$ cat src/rtl/mbe_pkg.sv
// Function
// - address 0021 sets shift-right flag, enables shift write
// - shift right: bit 16 to 16, 14
// - address 0022 sets rotate-left flag, rotate write
// - rotate left: bit 16 to 1, up
// - address 0023 sets extract flag, extract write
// - extract: bits 8-14 into 1-7
// - mul/div load only in mul/div at transfer time
// - mul/div load: accum 16, low 14-1 up
// - position 1 set by multiply bit-one pulse
// - buffer clear from write or load, clear time
// - buffer cleared on any sense strobe
// - buffer read only with read timing pulse
// - 16-bit end-around-carry adder sums X and Y
// - Y from write lines, never X
// - X written only by accumulator copy
// - accumulator copy in extracode or add only
// - adder clear from Y writes, clears both
// - Y write: low 1-12 and high 13-16
// - low-only Y write leaves high zeros
// - shifted Y write in mul/div/counter shift
// - shifted Y: bit 16 to 16, 1; shifted
// - shifted Y position 1 inhibited three cases
// - editing flags set at timing pulse 2
// - address 0020 rotates word toward low end
// - other addresses write straight; edit inhibits low
package mbe_pkg;

    localparam int W = 16;

    // editing addresses (octal)
    localparam logic [11:0] ADDR_ROT_R   = 12'h010;
    localparam logic [11:0] ADDR_SHIFT_R = 12'h011;
    localparam logic [11:0] ADDR_ROT_L   = 12'h012;
    localparam logic [11:0] ADDR_EXTRACT = 12'h013;

    // apb register byte offsets
    localparam logic [7:0] OFS_CTRL   = 8'h00;
    localparam logic [7:0] OFS_STATUS = 8'h04;
    localparam logic [7:0] OFS_BUFFER = 8'h08;
    localparam logic [7:0] OFS_ADDEND = 8'h0c;
    localparam logic [7:0] OFS_AUGEND = 8'h10;
    localparam logic [7:0] OFS_SUM    = 8'h14;

    // control register fields
    localparam int CTRL_CLR_EDIT = 0;
    localparam int CTRL_FORCE_CLR = 1;

    localparam logic [15:0] WORD_RST = 16'h0000;
    localparam logic [31:0] RDATA_RST = 32'h0000_0000;

    typedef enum logic [4:0] {
        MBE_IDLE     = 5'b00001,
        MBE_ROT_R    = 5'b00010,
        MBE_SHIFT_R  = 5'b00100,
        MBE_ROT_L    = 5'b01000,
        MBE_EXTRACT  = 5'b10000
    } mbe_edit_t;

endpackage

$ cat src/rtl/mbe_adder.sv
`timescale 1ns/1ps
module mbe_adder (
    input  wire logic [15:0] addend,
    input  wire logic [15:0] augend,
    input  wire logic        carry_in,
    input  wire logic        no_wraparound_carry,
    output logic      [15:0] sum,
    output logic             carry_out
);
    logic [16:0] first;
    logic [16:0] second;
    logic        wrap;

    // ones' complement add: carry out of bit 16 re-enters bit 1
    always_comb begin
        first     = {1'b0, addend} + {1'b0, augend}
                  + {16'h0000, carry_in};
        wrap      = first[16] & ~no_wraparound_carry;
        second    = {1'b0, first[15:0]} + {16'h0000, wrap};
        sum       = second[15:0];
        carry_out = first[16];
    end
endmodule

$ cat src/rtl/mbe_core.sv
// Added by the designer: the placing of the registers and the APB slave port.
`timescale 1ns/1ps
module mbe_core (
    input  wire logic        clk,
    input  wire logic        rst,
    // apb slave
    input  wire logic        psel,
    input  wire logic        penable,
    input  wire logic        pwrite,
    input  wire logic [7:0]  paddr,
    input  wire logic [31:0] pwdata,
    output logic      [31:0] prdata,
    output logic             pready,
    output logic             pslverr,
    // timer pulses
    input  wire logic        timing_pulse_2,
    input  wire logic        write_timing_pulse,
    input  wire logic        transfer_timing_pulse,
    input  wire logic        clear_timing_pulse,
    input  wire logic        read_timing_pulse,
    input  wire logic        memory_cycle_end,
    // address decode
    input  wire logic [11:0] mem_addr,
    // sequence generator pulses and instruction states
    input  wire logic        buffer_write_pulse_local,
    input  wire logic        muldiv_buffer_load_pulse,
    input  wire logic        multiply_bit_one_pulse,
    input  wire logic        buffer_read_pulse,
    input  wire logic        multiply_active,
    input  wire logic        divide_active,
    input  wire logic        extracode_active,
    input  wire logic        add_active,
    input  wire logic        accum_to_addend_pulse,
    input  wire logic        augend_write_pulse,
    input  wire logic        augend_low_only_pulse,
    input  wire logic        augend_shift_pulse,
    input  wire logic        carry_in_pulse,
    input  wire logic        no_wraparound_carry,
    input  wire logic        counter_shift_in_zero,
    input  wire logic        counter_shift_in_one,
    input  wire logic        erasable_sense_strobe,
    input  wire logic        fixed_sense_strobe,
    // data
    input  wire logic [15:0] write_lines,
    input  wire logic [15:0] accumulator,
    input  wire logic [15:0] low_reg,
    // outputs
    output logic      [15:0] buffer_value,
    output logic      [15:0] buffer_read_data,
    output logic             buffer_read_signal,
    output logic      [15:0] addend_value,
    output logic      [15:0] augend_value,
    output logic      [15:0] sum_value,
    output logic             adder_clear,
    output logic      [4:0]  edit_state
);

    ////////////////////////////////////////////////////////////////////////
    // state

    typedef struct packed {
        mbe_pkg::mbe_edit_t edit;
        logic [15:0]        buffer;
        logic [15:0]        addend;
        logic [15:0]        augend;
        logic [15:0]        sum;
        logic [15:0]        rd_data;
        logic               carry_in;
        logic [31:0]        prdata;
    } mbe_state_t;

    mbe_state_t st_r;
    mbe_state_t st_nxt;

    ////////////////////////////////////////////////////////////////////////
    // decoded strobes

    logic        edit_set;
    logic        edit_clr;
    logic        buffer_edit_inhibit;
    logic        wg_norm;
    logic        buffer_low_write;
    logic        buffer_top_write;
    logic        buffer_rotate_left_write;
    logic        buffer_rotate_right_write;
    logic        buffer_shift_write;
    logic        buffer_extract_write;
    logic        muldiv_buffer_load_write;
    logic        buffer_clear;
    logic        buffer_clear_on_strobe;

    logic        augend_low_write;
    logic        augend_high_write;
    logic        augend_shift_write;
    logic        augend_shift_low_write;
    logic        shift_low_inhibit;
    logic        accum_to_addend_write;

    logic        apb_setup;
    logic        apb_write;
    logic        addr_hit;
    logic        sw_clr_edit;
    logic        sw_force_clr;

    logic [15:0] adder_sum;
    logic        adder_carry;
    mbe_pkg::mbe_edit_t edit_req;

    ////////////////////////////////////////////////////////////////////////
    // adder

    mbe_adder u_adder (
        .addend              (st_r.addend),
        .augend              (st_r.augend),
        .carry_in            (st_r.carry_in),
        .no_wraparound_carry (no_wraparound_carry),
        .sum                 (adder_sum),
        .carry_out           (adder_carry)
    );

    ////////////////////////////////////////////////////////////////////////
    // apb decode

    always_comb begin
        apb_setup = psel & ~penable;
        apb_write = psel & penable & pwrite;
        unique case (paddr)
            mbe_pkg::OFS_CTRL,
            mbe_pkg::OFS_STATUS,
            mbe_pkg::OFS_BUFFER,
            mbe_pkg::OFS_ADDEND,
            mbe_pkg::OFS_AUGEND,
            mbe_pkg::OFS_SUM:    addr_hit = 1'b1;
            default:             addr_hit = 1'b0;
        endcase
        sw_clr_edit  = apb_write & (paddr == mbe_pkg::OFS_CTRL)
                     & pwdata[mbe_pkg::CTRL_CLR_EDIT];
        sw_force_clr = apb_write & (paddr == mbe_pkg::OFS_CTRL)
                     & pwdata[mbe_pkg::CTRL_FORCE_CLR];
    end

    // zero-wait slave: no access ever needs a wait state
    assign pready  = psel & penable;
    assign pslverr = psel & penable & ~addr_hit;
    assign prdata  = st_r.prdata;

    ////////////////////////////////////////////////////////////////////////
    // editing control

    always_comb begin
        unique case (mem_addr)
            mbe_pkg::ADDR_ROT_R:   edit_req = mbe_pkg::MBE_ROT_R;
            mbe_pkg::ADDR_SHIFT_R: edit_req = mbe_pkg::MBE_SHIFT_R;
            mbe_pkg::ADDR_ROT_L:   edit_req = mbe_pkg::MBE_ROT_L;
            mbe_pkg::ADDR_EXTRACT: edit_req = mbe_pkg::MBE_EXTRACT;
            default:               edit_req = mbe_pkg::MBE_IDLE;
        endcase
        edit_set = timing_pulse_2 & (edit_req != mbe_pkg::MBE_IDLE);
        edit_clr = memory_cycle_end | sw_clr_edit;
    end

    ////////////////////////////////////////////////////////////////////////
    // buffer write service

    always_comb begin
        wg_norm = buffer_write_pulse_local & write_timing_pulse;
        // position 15 plays no part in shifts or cycles, so the whole
        // low write is held off while any editing flag stands
        buffer_edit_inhibit = (st_r.edit != mbe_pkg::MBE_IDLE);
        buffer_low_write    = wg_norm & ~buffer_edit_inhibit;
        buffer_top_write    = wg_norm & (~buffer_edit_inhibit
                            | st_r.edit == mbe_pkg::MBE_SHIFT_R);
        buffer_shift_write  = wg_norm
                            & (st_r.edit == mbe_pkg::MBE_SHIFT_R);
        buffer_rotate_left_write  = wg_norm
                            & (st_r.edit == mbe_pkg::MBE_ROT_L);
        buffer_rotate_right_write = wg_norm
                            & (st_r.edit == mbe_pkg::MBE_ROT_R);
        buffer_extract_write = wg_norm
                            & (st_r.edit == mbe_pkg::MBE_EXTRACT);
        muldiv_buffer_load_write = muldiv_buffer_load_pulse
                                 & transfer_timing_pulse
                                 & (multiply_active | divide_active);
        buffer_clear = (buffer_write_pulse_local | muldiv_buffer_load_pulse)
                     & clear_timing_pulse;
        buffer_clear_on_strobe = erasable_sense_strobe
                               | fixed_sense_strobe;
        buffer_read_signal = buffer_read_pulse & read_timing_pulse;
    end

    ////////////////////////////////////////////////////////////////////////
    // adder input service

    always_comb begin
        augend_low_write  = (augend_write_pulse | augend_low_only_pulse)
                          & write_timing_pulse;
        augend_high_write = augend_write_pulse & write_timing_pulse;
        augend_shift_write = augend_shift_pulse & write_timing_pulse
                           & (multiply_active | divide_active
                           | counter_shift_in_zero
                           | counter_shift_in_one);
        shift_low_inhibit = (multiply_active & low_reg[14])
                          | no_wraparound_carry
                          | counter_shift_in_zero;
        augend_shift_low_write = augend_shift_write & ~shift_low_inhibit;
        adder_clear = (augend_write_pulse | augend_low_only_pulse
                    | augend_shift_pulse) & clear_timing_pulse;
        accum_to_addend_write = accum_to_addend_pulse & write_timing_pulse
                              & (extracode_active | add_active);
    end

    ////////////////////////////////////////////////////////////////////////
    // next state

    always_comb begin
        st_nxt = st_r;

        // a set in the same cycle as a clear wins, so no edit is lost
        if (edit_set) begin
            st_nxt.edit = edit_req;
        end else if (edit_clr) begin
            st_nxt.edit = mbe_pkg::MBE_IDLE;
        end

        // clears act first; writes in the same cycle land on top
        if (buffer_clear | buffer_clear_on_strobe | sw_force_clr) begin
            st_nxt.buffer = mbe_pkg::WORD_RST;
        end

        if (buffer_low_write) begin
            st_nxt.buffer[14:0] = write_lines[14:0];
        end
        if (buffer_top_write) begin
            st_nxt.buffer[15] = write_lines[15];
        end
        if (buffer_shift_write) begin
            st_nxt.buffer[13]   = write_lines[15];
            st_nxt.buffer[12:0] = write_lines[13:1];
        end
        if (buffer_rotate_left_write) begin
            st_nxt.buffer[15]   = write_lines[13];
            st_nxt.buffer[13:1] = write_lines[12:0];
            st_nxt.buffer[0]    = write_lines[15];
        end
        if (buffer_rotate_right_write) begin
            st_nxt.buffer[15]   = write_lines[0];
            st_nxt.buffer[13]   = write_lines[15];
            st_nxt.buffer[12:0] = write_lines[13:1];
        end
        if (buffer_extract_write) begin
            st_nxt.buffer[6:0] = write_lines[13:7];
        end
        // low register bit 15 is dropped; position 16 takes the sign
        if (muldiv_buffer_load_write) begin
            st_nxt.buffer[15]   = accumulator[15];
            st_nxt.buffer[14:1] = low_reg[13:0];
            st_nxt.buffer[0]    = multiply_bit_one_pulse;
        end

        // read data lasts one cycle, zero outside a timed read
        if (buffer_read_signal) begin
            st_nxt.rd_data = st_r.buffer;
        end else begin
            st_nxt.rd_data = mbe_pkg::WORD_RST;
        end

        // x and y are cleared together, then written
        if (adder_clear | sw_force_clr) begin
            st_nxt.addend   = mbe_pkg::WORD_RST;
            st_nxt.augend   = mbe_pkg::WORD_RST;
            st_nxt.carry_in = 1'b0;
        end
        if (carry_in_pulse) begin
            st_nxt.carry_in = 1'b1;
        end
        if (augend_low_write) begin
            st_nxt.augend[11:0] = write_lines[11:0];
        end
        if (augend_high_write) begin
            st_nxt.augend[15:12] = write_lines[15:12];
        end
        if (augend_shift_write) begin
            st_nxt.augend[15]   = write_lines[15];
            st_nxt.augend[14:1] = write_lines[13:0];
        end
        if (augend_shift_low_write) begin
            st_nxt.augend[0] = write_lines[15];
        end
        // x never sees the write lines; its one path is the accumulator
        if (accum_to_addend_write) begin
            st_nxt.addend = accumulator;
        end

        st_nxt.sum = adder_sum;

        // read data is captured in the setup cycle for a zero-wait answer
        if (apb_setup & ~pwrite) begin
            unique case (paddr)
                mbe_pkg::OFS_STATUS:
                    st_nxt.prdata = {26'h0, adder_carry, st_r.edit};
                mbe_pkg::OFS_BUFFER:
                    st_nxt.prdata = {16'h0000, st_r.buffer};
                mbe_pkg::OFS_ADDEND:
                    st_nxt.prdata = {16'h0000, st_r.addend};
                mbe_pkg::OFS_AUGEND:
                    st_nxt.prdata = {16'h0000, st_r.augend};
                mbe_pkg::OFS_SUM:
                    st_nxt.prdata = {16'h0000, st_r.sum};
                default:
                    st_nxt.prdata = mbe_pkg::RDATA_RST;
            endcase
        end
    end

    ////////////////////////////////////////////////////////////////////////
    // registers

    always_ff @(posedge clk or posedge rst) begin
        if (rst) begin
            st_r.edit     <= mbe_pkg::MBE_IDLE;
            st_r.buffer   <= mbe_pkg::WORD_RST;
            st_r.addend   <= mbe_pkg::WORD_RST;
            st_r.augend   <= mbe_pkg::WORD_RST;
            st_r.sum      <= mbe_pkg::WORD_RST;
            st_r.rd_data  <= mbe_pkg::WORD_RST;
            st_r.carry_in <= 1'b0;
            st_r.prdata   <= mbe_pkg::RDATA_RST;
        end else begin
            st_r <= st_nxt;
        end
    end

    ////////////////////////////////////////////////////////////////////////
    // outputs

    assign buffer_value     = st_r.buffer;
    assign buffer_read_data = st_r.rd_data;
    assign addend_value     = st_r.addend;
    assign augend_value     = st_r.augend;
    assign sum_value        = st_r.sum;
    assign edit_state       = st_r.edit;

endmodule

$ cat config.mk
export PLATFORM = sky130hd
export DESIGN_NAME = mbe_core
export DESIGN_NICKNAME = d
export VERILOG_FILES = /design/src/rtl/mbe_pkg.sv /design/src/rtl/mbe_adder.sv /design/src/rtl/mbe_core.sv
export SDC_FILE = /design/constraint.sdc
export NUM_CORES = 1
export LEC_CHECK = 0
export CELL_PAD_IN_SITES_DETAIL_PLACEMENT = 0
export CELL_PAD_IN_SITES_GLOBAL_PLACEMENT = 2
export CORE_MARGIN = 2
export CORE_UTILIZATION = 33
export DETAILED_ROUTE_END_ITERATION = 8
export DONT_BUFFER_PORTS = 1
export HOLD_SLACK_MARGIN = 0.06
export PLACE_DENSITY_LB_ADDON = 0.1
export SETUP_SLACK_MARGIN = 0.2
export SYNTH_ARGS = -nofsm -noshare
export SYNTH_HDL_FRONTEND = slang
export SYNTH_SLANG_ARGS = --single-unit
$ cat constraint.sdc
create_clock -name clk -period 4.5 [get_ports clk]
set_clock_uncertainty 0.15 [all_clocks]
set_input_delay 0.225 -clock clk [delete_from_list [all_inputs] [get_ports clk]]
set_output_delay 0.225 -clock clk [all_outputs]
set_load 0.02 [all_outputs]
==> impl_metrics.toml <==
[global_route]
met3_usage = 0.0610
grt_busiest_layer = "met2"
track_usage = 0.239
grt_max_degree = 71
grt-ovfl-total = 0
use_met2 = 0.390
grt_use_met1 = 0.311
antenna_found_initial = 2
grt_pass1_wl_um = 34800
grt_pass1_vias = 5424

[pwr]
leakage_nw = 3.38
p_int_w = 0.00167
ir_worst_vdd_v = 0.000207
p_sw_w = 0.000995
powerDensity_nw_per_um2 = 353
p_seq_frac = 0.463
clock_power_share = 0.307
swShare = 0.373
pwr-share-comb = 0.230

[timing]
final_hold_viol_count = 0
setup_viol = 0
tns_ns = 0
max_freq_mhz = 233
final.period_utilization = 0.955
tightest_slew_ns = 1.04
rsz0062_at_grt = "yes"
maxSlewHeadroom = 0.307
worst_slack_ns = 0.203
slew_viol_final = 0
period_minus_slack_ns = 4.30

[yosys]
synth.cell_area_um2 = 5930
syn_inst = 645
synth_top_family_by_area = "compound AO/OA/AOI/OAI gates"
ys.warnings.count = 0
synth-xor-area-share = 0.0333
synthArstFlopShare = 1.00
synth_cell_types = 64
ys_seq_elements = 102
synth_enable_flop_cells = 0
synthMuxAreaShare = 0.0118
synth-simple-area-share = 0.204
syn_area_per_cell_um2 = 9.19
ys_seq_area_frac = 0.431
synth-compound-area-share = 0.224
synth_flop_cell = "dfrtp_1"
yosys.area_share.adder = 0.0426

[placement]
routabilityCongestion = 0.802
dp_hpwl_um = 17000
dp.cells = 886
placed_area_um2 = 6400
preCtsSetupSlack_ns = -0.0187
io_buffers = 0

[setup_path]
slowest_delay_ns = 0.44
rr_worst_depth = 18
critPathSlowestCell = "or3b_4"
cp_max_fo = 3
worstPathArrival_ns = 4.38
worstSetupStartpointType = "register"
r2r_start = "st_r[32]"
worstSetupPathType = "register to register"
cp-end-kind = "register"
crit_start = "st_r[32]"
required_ns = 4.59
cp_cell_sequence = "fa_2 > inv_2 > fa_2 > nor2b_4 > o31a_4 > o21ai_4 > a211oi_2 > o21ai_1 > a21oi_2 > o21ai_2 > a21oi_2 > ha_1 > nand3b_1 > nor4_4 > nand4b_1 > or3b_4 > nor4b_4 > xnor3_1"

[min_path]
hold_path_startpoint = "no_wraparound_carry"
hold_class = "input pin to register"
min_path_cells = 2

[detailed_routing]
drc = 0
firstDrtPassIters = 7
drt_iter0_markers = 429
vias_per_cell = 5.73
antenna_left = 0
wl_per_cell_um = 23.4
wl_um = 23000
vias = 5614

[cts]
clk_transition_reported_paths_ns = 0.08
clk_path_buf_depth = 2
htree_levels = 3
tritoncts = "built"
clock_latency_ns = 0.36
cts_sinks = 102
cts_buffers = 9
ctsRootBufferMaster = "clkbuf_16"

[floorplan]
core-area_um2 = 17800
start_util = 0.333
fp-row-count = 49
die_h_um = 138
dieArea_um2 = 19100
die_width_um = 138
top_level_ports = 250

[job]
drv_cap = 0

[final_layout]
finalNonFillerCells = 980
drive_gt1_frac = 0.133
stdcell_area_um2 = 7560
areaGrowthSynthToFinish_pct = 27.5
final_nets = 893
fillers = 1836

[run_status]
status = "completed"
## power by group through the flow
stage	sequential (W)	combinational (W)	clock, W
finish	0.00123	0.000613	0.000819
global route	0.00125	0.000673	0.000884
CTS	0.00124	0.000595	0.000845
detailed placement	0.00125	0.000517	0
global placement	0.00125	0.000514	0
floorplan	0.00124	0.000348	0
## repair_timing
item,in CTS,in global routing
setup buffers,0,6
resized for setup,7,14
endpoints found under the setup margin,4,4
pin swaps,3,9
hold endpoints to repair,139,0
hold buffers,71,0
## flip-flops by register name, indices dropped and copies added (netlist names)
signal,count
addend_value,16
st_r,1
buffer_value,16
buffer_read_data,16
augend_value,16
prdata,16
sum_value,16
edit_state,5
## per-stage QoR
| step | hold slack (ns) | util | power [W] |
|---|---|---|---|
| after detailed placement | 0.180 | 0.360 | 0.00177 |
| after global placement | 0.172 | 0.360 | 0.00177 |
| after CTS | 0.0610 | 0.419 | 0.00268 |
| final | 0.0607 | 0.425 | 0.00267 |
| after floorplan | 0.167 | - | 0.00158 |
| after global routing | 0.0853 | 0.425 | 0.00281 |
## final timing paths
check,end,slack [ns]
max in group asynchronous,buffer_value[3],2.78
worst min register to register,st_r[32],0.39
worst max-delay path,sum_value[15],0.20
worst min-delay path,augend_value[0],0.06
worst max register to register,sum_value[15],0.20
min in group asynchronous,addend_value[11],0.39
## cells by family after synthesis
| logic type | count (synthesis) |
|---|---|
| mux | 7 |
| fa+ha+maj | 19 |
| simple gates | 245 |
| compound gates | 183 |
| flops | 102 |
| other cells | 1 |
| buf+inv | 67 |
| xor+xnor | 21 |
## routing by layer
metal / part of all wire / routed length (um) / vias to the layer above
met5: 0.00048 / 11 / -
met4: 0.024 / 557 / 2
met3: 0.082 / 1880 / 42
met2: 0.48 / 11000 / 262
met1: 0.41 / 9500 / 2728
li1: - / - / 2580
## placed cells by master, fill, tap and decap left out, types with 10 or more instances in the layout
| cell | n |
|---|---|
| a21oi_1 | 33 |
| a221o_1 | 12 |
| a222oi_1 | 24 |
| a31oi_1 | 14 |
| and3_1 | 35 |
| buf_4 | 51 |
| conb_1 | 16 |
| dfrtp_1 | 99 |
| dlygate4sd3_1 | 71 |
| ha_1 | 16 |
| inv_1 | 17 |
| nand2_1 | 88 |
| nand3_1 | 22 |
| nor2_1 | 48 |
| o21ai_0 | 36 |
| xor2_1 | 10 |
## cells in the mapped netlist (10+ instances only)
cell	instances	share of area
a21oi_1	36	0.030
a221o_1	12	0.020
a222oi_1	24	0.041
a31oi_1	14	0.015
and3_1	35	0.037
buf_4	16	0.020
clkbuf_1	30	0.019
dfrtp_1	101	0.43
ha_1	17	0.036
inv_1	19	0.012
nand2_1	89	0.056
nand3_1	22	0.019
nor2_1	48	0.030
nor4_1	10	0.011
o21ai_0	39	0.033
xnor2_1	10	0.015
xor2_1	10	0.015
## worst max-delay path, delay by kind of cell (launching register included)
family / cells / cell delay (ns)
AND/OR/NAND/NOR: 6 / 1.53
flip-flops: 1 / 0.39
adder cells (fa/ha/maj): 3 / 0.78
buffers and inverters: 1 / 0.04
XOR/XNOR: 1 / 0.24
AO/OA/AOI/OAI: 7 / 1.03
## area by class of cell
| type | count | area, um^2 | share of cell area |
|---|---|---|---|
| multi-input cells | 491 | 3240 | 0.429 |
| flip-flops and latches | 102 | 2560 | 0.338 |
| repair buffers | 122 | 1090 | 0.145 |
| well taps | 229 | 287 | 0.0379 |
| clock buffers | 9 | 225 | 0.0298 |
| clock inverters | 7 | 78.8 | 0.0104 |
| inverters | 19 | 73.8 | 0.00976 |
| diodes | 1 | 2.50 | 0.000331 |
No activity file was read; power rests on OpenSTA's default activity.
